==> src/core/legacy_kbd_emu_defines.vh <==
`ifndef LEGACY_KBD_EMU_DEFINES_VH
`define LEGACY_KBD_EMU_DEFINES_VH

// ==========================================================
// Operational space offsets (byte addresses)
`define EMU_ADDR_W 12
`define EMU_CAPTURED_INPUT_OFS 12'h104
`define EMU_RETURNED_OUTPUT_OFS 12'h108
`define EMU_STATUS_WORD_OFS 12'h10c

// ==========================================================
// Legacy I/O ports
`define EMU_IO_ADDR_W 8
`define EMU_PORT_DATA 8'h60
`define EMU_PORT_CMD 8'h64

// ==========================================================
// Field layout and reset values
`define EMU_BYTE_W 8
`define EMU_BYTE_RESET 8'h00
`define EMU_STATUS_RESET 8'h00
`define EMU_OUT_FULL_BIT 0
`define EMU_IN_FULL_BIT 1
`define EMU_CMD_DATA_BIT 3
`define EMU_UPPER_ZERO 24'h000000
`define EMU_RDATA_ZERO 32'h00000000

`endif

==> src/core/legacy_keyboard_emulation_regs.v <==
`timescale 1ns/1ps
`default_nettype none

`include "legacy_kbd_emu_defines.vh"

module legacy_keyboard_emulation_regs (
	input wire i_mclk,
	input wire i_rst,
	// Emulation control inputs
	input wire i_legacy_emulation_enable,
	input wire i_gate_a20_seq,
	// Memory cycles in the operational space
	input wire i_mem_wr,
	input wire i_mem_rd,
	input wire [`EMU_ADDR_W-1:0] i_mem_addr,
	input wire [31:0] i_mem_wdata,
	output wire [31:0] o_mem_rdata,
	output wire o_mem_rvalid,
	output wire o_mem_hit,
	// Legacy I/O cycles
	input wire i_io_rd,
	input wire i_io_wr,
	input wire [`EMU_IO_ADDR_W-1:0] i_io_addr,
	input wire [`EMU_BYTE_W-1:0] i_io_wdata,
	output wire o_io_claim,
	output wire [`EMU_BYTE_W-1:0] o_io_rdata,
	output wire o_io_rvalid,
	// State seen by the rest of the controller
	output wire [`EMU_BYTE_W-1:0] o_captured_input,
	output wire [`EMU_BYTE_W-1:0] o_returned_output,
	output wire [`EMU_BYTE_W-1:0] o_status_word,
	output wire o_emulation_irq_cond
);

	// ==========================================================
	// Declarations

	// Port strobes from the decoder
	wire rd_data_port;
	wire wr_data_port;
	wire rd_cmd_port;
	wire wr_cmd_port;
	wire io_write;
	wire io_read;

	// Register selects in the operational space
	wire sel_input;
	wire sel_output;
	wire sel_status;
	wire sel_any;

	// Memory write enables
	wire we_input;
	wire we_output;
	wire we_status;

	// Byte views
	wire [`EMU_BYTE_W-1:0] mem_byte;
	wire [`EMU_BYTE_W-1:0] captured_input;
	wire [`EMU_BYTE_W-1:0] returned_output;

	// Status flag events
	wire out_full_clear;
	wire in_full_set;
	wire cmd_data_clear;
	wire cmd_data_set;

	// Per-bit status terms
	wire [`EMU_BYTE_W-1:0] flag_set;
	wire [`EMU_BYTE_W-1:0] flag_clr_port;
	wire [`EMU_BYTE_W-1:0] flag_clr_read;
	genvar g;

	// Flag view
	wire in_full;

	// Status storage
	reg [`EMU_BYTE_W-1:0] status_reg;
	wire [`EMU_BYTE_W-1:0] status_next;

	// Memory read answer
	reg [31:0] mem_rdata_reg;
	reg [31:0] mem_rdata_next;
	reg mem_rvalid_reg;
	reg mem_rvalid_next;
	reg mem_hit_reg;
	reg mem_hit_next;

	// Port read answer
	reg [`EMU_BYTE_W-1:0] io_rdata_reg;
	reg [`EMU_BYTE_W-1:0] io_rdata_next;
	reg io_rvalid_reg;
	reg io_rvalid_next;

	// ==========================================================
	// Legacy port decode

	// Port strobes exist only while emulation is enabled
	legacy_port_decode u_port_decode (
		.i_enable(i_legacy_emulation_enable),
		.i_io_addr(i_io_addr),
		.i_io_rd(i_io_rd),
		.i_io_wr(i_io_wr),
		.o_rd_data_port(rd_data_port),
		.o_wr_data_port(wr_data_port),
		.o_rd_cmd_port(rd_cmd_port),
		.o_wr_cmd_port(wr_cmd_port),
		.o_claim(o_io_claim)
	);

	// Any decoded port write, data or command
	assign io_write = wr_data_port || wr_cmd_port;

	// Any decoded port read, data or command
	assign io_read = rd_data_port || rd_cmd_port;

	// ==========================================================
	// Memory address decode

	// One aligned word per register
	assign sel_input = (i_mem_addr == `EMU_CAPTURED_INPUT_OFS);
	assign sel_output = (i_mem_addr == `EMU_RETURNED_OUTPUT_OFS);
	assign sel_status = (i_mem_addr == `EMU_STATUS_WORD_OFS);
	assign sel_any = sel_input || sel_output || sel_status;

	// Write enables
	assign we_input = i_mem_wr && sel_input;
	assign we_output = i_mem_wr && sel_output;
	assign we_status = i_mem_wr && sel_status;

	// Low byte only; upper word bits are dropped, reserved as zero
	assign mem_byte = i_mem_wdata[`EMU_BYTE_W-1:0];

	// ==========================================================
	// Captured-input register

	// Every decoded port write stores its byte here
	emu_byte_reg u_captured_input (
		.i_mclk(i_mclk),
		.i_rst(i_rst),
		.i_mem_we(we_input),
		.i_mem_data(mem_byte),
		.i_evt_we(io_write),
		.i_evt_data(i_io_wdata),
		.o_value(captured_input)
	);

	// ==========================================================
	// Returned-output register

	// Only software fills this byte; port reads leave it alone
	emu_byte_reg u_returned_output (
		.i_mclk(i_mclk),
		.i_rst(i_rst),
		.i_mem_we(we_output),
		.i_mem_data(mem_byte),
		.i_evt_we(1'b0),
		.i_evt_data(`EMU_BYTE_RESET),
		.o_value(returned_output)
	);

	// ==========================================================
	// Status word

	// Flag events from claimed port cycles; a command port read raises none
	assign out_full_clear = rd_data_port;
	assign in_full_set = io_write && !i_gate_a20_seq;
	assign cmd_data_clear = wr_data_port;
	assign cmd_data_set = wr_cmd_port;

	// Per-bit next value. Port write sets and clears beat a memory write, so
	// a port write event is never lost; a memory write that sets output-full
	// beats the clear of a same-cycle data port read.
	generate
		for (g = 0; g < `EMU_BYTE_W; g = g + 1) begin : g_status_bit
			// Steer each event onto the bit it belongs to
			assign flag_set[g] = ((g == `EMU_IN_FULL_BIT) && in_full_set)
				|| ((g == `EMU_CMD_DATA_BIT) && cmd_data_set);
			assign flag_clr_port[g] = (g == `EMU_CMD_DATA_BIT) && cmd_data_clear;
			assign flag_clr_read[g] = (g == `EMU_OUT_FULL_BIT) && out_full_clear;

			// Priority chain for this bit
			assign status_next[g] = flag_set[g] ? 1'b1
				: flag_clr_port[g] ? 1'b0
				: we_status ? mem_byte[g]
				: flag_clr_read[g] ? 1'b0
				: status_reg[g];
		end
	endgenerate

	// Status storage
	always @(posedge i_mclk or posedge i_rst) begin
		if (i_rst) begin
			status_reg <= `EMU_STATUS_RESET;
		end else begin
			status_reg <= status_next;
		end
	end

	// ==========================================================
	// Memory read path

	// Read data; unmapped offsets return zero
	always @* begin
		mem_rdata_next = `EMU_RDATA_ZERO;
		if (sel_input) begin
			mem_rdata_next = {`EMU_UPPER_ZERO, captured_input};
		end else if (sel_output) begin
			mem_rdata_next = {`EMU_UPPER_ZERO, returned_output};
		end else if (sel_status) begin
			mem_rdata_next = {`EMU_UPPER_ZERO, status_reg};
		end
	end

	// Answer strobe follows the request; the hit flag holds until the next read
	always @* begin
		mem_rvalid_next = i_mem_rd;
		mem_hit_next = mem_hit_reg;
		if (i_mem_rd) begin
			mem_hit_next = sel_any;
		end
	end

	// Read answer one cycle after the request, held until the next one
	always @(posedge i_mclk or posedge i_rst) begin
		if (i_rst) begin
			mem_rdata_reg <= `EMU_RDATA_ZERO;
			mem_rvalid_reg <= 1'b0;
			mem_hit_reg <= 1'b0;
		end else begin
			mem_rvalid_reg <= mem_rvalid_next;
			mem_hit_reg <= mem_hit_next;
			if (i_mem_rd) begin
				mem_rdata_reg <= mem_rdata_next;
			end
		end
	end

	// Outputs straight from the answer flops
	assign o_mem_rdata = mem_rdata_reg;
	assign o_mem_rvalid = mem_rvalid_reg;
	assign o_mem_hit = mem_hit_reg;

	// ==========================================================
	// Legacy port read path

	// Data port returns the software byte, command port the status
	always @* begin
		io_rdata_next = io_rdata_reg;
		io_rvalid_next = io_read;
		if (rd_data_port) begin
			io_rdata_next = returned_output;
		end else if (rd_cmd_port) begin
			io_rdata_next = status_reg;
		end
	end

	// Port read answer one cycle after a claimed read
	always @(posedge i_mclk or posedge i_rst) begin
		if (i_rst) begin
			io_rdata_reg <= `EMU_BYTE_RESET;
			io_rvalid_reg <= 1'b0;
		end else begin
			io_rdata_reg <= io_rdata_next;
			io_rvalid_reg <= io_rvalid_next;
		end
	end

	// Port answer straight from its flops
	assign o_io_rdata = io_rdata_reg;
	assign o_io_rvalid = io_rvalid_reg;

	// ==========================================================
	// State outputs

	// Register contents for the rest of the controller
	assign o_captured_input = captured_input;
	assign o_returned_output = returned_output;
	assign o_status_word = status_reg;

	// Flag view for the interrupt condition
	assign in_full = status_reg[`EMU_IN_FULL_BIT];

	// Pending input byte with emulation on asks for the handler
	assign o_emulation_irq_cond = in_full && i_legacy_emulation_enable;

endmodule // legacy_keyboard_emulation_regs

`default_nettype wire

==> src/core/emu_byte_reg.v <==
`timescale 1ns/1ps
`default_nettype none

`include "legacy_kbd_emu_defines.vh"

// ==========================================================
// Byte register written by software over memory cycles and by
// legacy port events; the port event wins when both land together.
module emu_byte_reg (
	input wire i_mclk,
	input wire i_rst,
	input wire i_mem_we,
	input wire [`EMU_BYTE_W-1:0] i_mem_data,
	input wire i_evt_we,
	input wire [`EMU_BYTE_W-1:0] i_evt_data,
	output wire [`EMU_BYTE_W-1:0] o_value
);

	reg [`EMU_BYTE_W-1:0] value_reg;
	reg [`EMU_BYTE_W-1:0] value_next;

	// Next value: port event over memory write over hold
	always @* begin
		value_next = value_reg;
		if (i_mem_we) begin
			value_next = i_mem_data;
		end
		if (i_evt_we) begin
			value_next = i_evt_data;
		end
	end

	// Storage
	always @(posedge i_mclk or posedge i_rst) begin
		if (i_rst) begin
			value_reg <= `EMU_BYTE_RESET;
		end else begin
			value_reg <= value_next;
		end
	end

	assign o_value = value_reg;

endmodule // emu_byte_reg

`default_nettype wire

==> src/core/legacy_port_decode.v <==
`timescale 1ns/1ps
`default_nettype none

`include "legacy_kbd_emu_defines.vh"

// ==========================================================
// Decodes I/O cycles to the two legacy keyboard ports
module legacy_port_decode (
	input wire i_enable,
	input wire [`EMU_IO_ADDR_W-1:0] i_io_addr,
	input wire i_io_rd,
	input wire i_io_wr,
	output wire o_rd_data_port,
	output wire o_wr_data_port,
	output wire o_rd_cmd_port,
	output wire o_wr_cmd_port,
	output wire o_claim
);

	wire hit_data;
	wire hit_cmd;

	// Address match, gated by the emulation enable
	assign hit_data = i_enable && (i_io_addr == `EMU_PORT_DATA);
	assign hit_cmd = i_enable && (i_io_addr == `EMU_PORT_CMD);

	// Strobes per port and direction
	assign o_rd_data_port = hit_data && i_io_rd;
	assign o_wr_data_port = hit_data && i_io_wr;
	assign o_rd_cmd_port = hit_cmd && i_io_rd;
	assign o_wr_cmd_port = hit_cmd && i_io_wr;

	// Claim only cycles that were decoded
	assign o_claim = (hit_data || hit_cmd) && (i_io_rd || i_io_wr);

endmodule // legacy_port_decode

`default_nettype wire

==> config.mk <==
export PLATFORM = sky130hd
export DESIGN_NAME = legacy_keyboard_emulation_regs
export DESIGN_NICKNAME = d
export VERILOG_FILES = /design/src/core/legacy_keyboard_emulation_regs.v /design/src/core/emu_byte_reg.v /design/src/core/legacy_port_decode.v
export VERILOG_INCLUDE_DIRS = /design/src /design/src/core
export SDC_FILE = /design/constraint.sdc
export NUM_CORES = 1
export LEC_CHECK = 0
export ABC_AREA = 1
export BUFFER_PORTS_ARGS = -buffer_cell sky130_fd_sc_hd__buf_2
export CAP_MARGIN = 10
export CORE_MARGIN = 4
export CORE_UTILIZATION = 41
export DETAILED_ROUTE_END_ITERATION = 10
export GPL_ROUTABILITY_DRIVEN = 0
export GPL_TIMING_DRIVEN = 1
export PLACE_DENSITY_LB_ADDON = 0.05
export SKIP_LAST_GASP = 1
export SYNTH_ARGS = -nofsm -noshare
export SYNTH_HDL_FRONTEND = slang
export SYNTH_SLANG_ARGS = --single-unit
==> constraint.sdc <==
create_clock -name i_mclk -period 1.6 [get_ports i_mclk]
set_input_delay 0.48 -clock i_mclk [delete_from_list [all_inputs] [get_ports i_mclk]]
set_output_delay 0.48 -clock i_mclk [all_outputs]
set_load 0.05 [all_outputs]
==> key figures <==
Critical path
  – Reg-to-reg slack, setup: 0.73 ns
  – Crit path DAT: 1.21 ns
  – CP Launch Type: primary input
  – Critical Path RT: 1.12 ns
  – Crit path kind: in2out
  – Worst setup EP type: output port
  – Critical path peak fanout: 3

Floorplanning
  – Io pins: 137
  – Total die area: 7650 um^2
  – Core Area: 6030 um^2
  – Die Width: 87.4 um
  – Row Count: 28
  – DIE HEIGHT: 87.4 um
  – Initial Utilization: 42.9%

Run
  – Max-cap violations: 0

Global route
  – Vias in the first global route: 2,161
  – Tot GR Track Use: 18.1%
  – Largest net degree at the start of global routing: 44
  – Initial antenna violation count: 0
  – Global-route wire length before repair: 10,700 um
  – Gr ovfl total: 0

Synthesis
  – Top cell type's share of synthesized area: 41.6%
  – Synth unique cells: 24
  – Area leader, netlist: dfrtp_1
  – Area of the mapped netlist: 2590 um^2
  – Ys Warns: 0
  – Mapped Avg Cell Area: 8.35 um^2
  – Synthesized flop and latch total: 43
  – Synth Instances: 310
  – Seq/Total Area, Yosys: 41.6%
  – Dominant cells by area after synthesis: dfrtp_1 42%, nand2_1 14%, nand3_1 10%

Clock network
  – # hold bufs at CTS: 0
  – CTS buffer count: 5
  – Clk slew on worst S/H paths: 0.07 ns
  – Clock sink count: 43
  – Clk Tree Root Cell: clkbuf_8
  – Clock latency on the worst-skew pair: 0.29 ns
  – Clk buf depth: 2
  – TritonCTS clock tree: yes
  – H-tree Lvls: 2

Route
  – Antenna-violating nets left: 0
  – DRT iter0 DRCs: 63
  – Vias: 2,227
  – DRC Markers: 0
  – Detailed Route WL: 6460 um
  – Drt first pass iters: 4
  – Wire length per cell: 13.3 um
  – Via/cell ratio: 4.57

Final layout
  – Layout Nets: 480
  – Post-route design area: 3260 um^2
  – Layout cells sized above 1: 37.9%
  – Layout fillers: 609
  – ANT cells: 0
  – Final core utilization: 54.0%
  – Area Overhead vs Synth: 25.8%

Placed design
  – Pre-CTS setup slack: -0.256 ns
  – Port-buffer cells: 88
  – Dpl hpwl: 5170 um
  – Area after DPL: 3110 um^2

Timing
  – Fmax: 0.591 GHz
  – Skew final: 0.00675 ns
  – Final WS setup: -0.0928 ns
  – Final setup viols: 1
  – RSZ-0062 raised after global routing: true
  – Setup TNS: -0.0928 ns
  – Tcrit/Tclk final: 106%
  – Hold Fails Final Rpt: 0
  – Pins Over Slew Limit: 0
  – Minimum clock period after layout: 1.69 ns

Run status
  – Status: finished, violations left
  – Failing checks: setup timing

Pwr
  – Max rail drop VDD: 0.689 mV
  – Overall power: 2.35 mW
  – PD cells: 722 nW/um^2
  – Static Leak: 1.91 nW

Worst hold path
  – Type of the most critical hold path: in2async
worst max-delay path, cell delays in order:
cell     delay [ns]
buf_6          0.09
nor2_4         0.12
nand3_4        0.10
nor2_8         0.13
nand2_4        0.08
nand2_8        0.07
buf_8          0.13
power by group:
group | leakage [nW] | internal, mW | total, mW | switching [mW]
registers | 0.594 | 1.10 | 1.12 | 0.0173
logic | 1.27 | 0.103 | 0.428 | 0.325
clock network | 0.0513 | 0.457 | 0.800 | 0.343
total | 1.91 | 1.67 | 2.35 | 0.685
routing by layer:
metal	track usage (%)	vias to the layer above	share of wire, %
met5	0	-	0
met1	24.3	998	45
met2	29.5	61	48
met4	4.60	0	0.85
li1	-	1163	-
met3	3.97	5	5.8
state kept, by name, indices dropped and copies added, names as in the netlist:
name,cells
o_mem_hit,1
o_mem_rvalid,1
o_io_rdata,8
u_captured_input.o_value,8
u_returned_output.o_value,8
o_status_word,8
o_mem_rdata,8
o_io_rvalid,1
stage by stage:
step / hold slack [ns] / instances
finish: 0.210 / 487
floorplan: 0.511 / 333
global route: 0.215 / 487
CTS: 0.214 / 487
global placement: 0.462 / 479
detailed placement: 0.461 / 479
final cells by class:
type	instances	area (um^2)	share of cell area [%]
clock buffers	6	72.6	2.23
clock inverters	1	30.0	0.922
inverters	22	82.6	2.54
multi-input cells	235	1280	39.4
flip-flops and latches	43	1080	33.1
well taps	75	93.8	2.88
repair buffers	105	618	19.0
kinds of logic after synthesis:
group	share of synthesized area, %
buffers and inverters	13.4
AND/OR/NAND/NOR	34.1
flip-flops	41.6
other	0.145
multiplexers	2.71
AO/OA/AOI/OAI	7.98
Yosys cell counts:
library cell / instances
inv_1: 20
nand3_4: 3
nand2_2: 1
nand4_1: 2
a21oi_1: 2
o211ai_1: 1
dfrtp_1: 43
clkinv_1: 1
nor2_8: 1
nor2_2: 4
inv_2: 1
o21ai_0: 1
nand3_2: 3
nand2_1: 98
buf_4: 25
o21ai_2: 21
conb_1: 1
buf_6: 6
buf_2: 2
nor2_1: 8
nor2_4: 4
nand3_1: 52
nand2_4: 3
mux2i_1: 7
placed cells by master, fill, tap and decap left out, types with 4 or more instances in the layout:
master	instances
nor2_4	5
dfrtp_1	42
mux2i_1	7
inv_1	18
conb_1	24
nand2_1	97
nor2_2	4
nor2_1	7
clkbuf_8	5
buf_2	84
nand3_4	4
nand3_1	52
buf_4	16
o21ai_2	21
final timing paths:
kind | startpoint | to | cells after the start
worst max-delay path | i_io_addr[0] | o_io_claim | 7
worst min-delay path | i_rst | o_io_rdata[5]$_DFFE_PP0P_ | 3
worst max register to register | o_status_word[3]$_DFFE_PP0P_ | o_mem_rdata[3]$_DFFE_PP0P_ | 4
worst min register to register | o_io_rdata[4]$_DFFE_PP0P_ | o_io_rdata[4]$_DFFE_PP0P_ | 2
max in group asynchronous | i_rst | o_status_word[1]$_DFFE_PP0P_ | 3
min in group i_mclk | i_gate_a20_seq | o_status_word[1]$_DFFE_PP0P_ | 2
repair_timing:
action                     CTS  global route
setup endpoints to repair    2             2
resized for setup            8             2
setup buffers                1             0
pin swaps                    7             0
(Power assumes the default switching activity.)
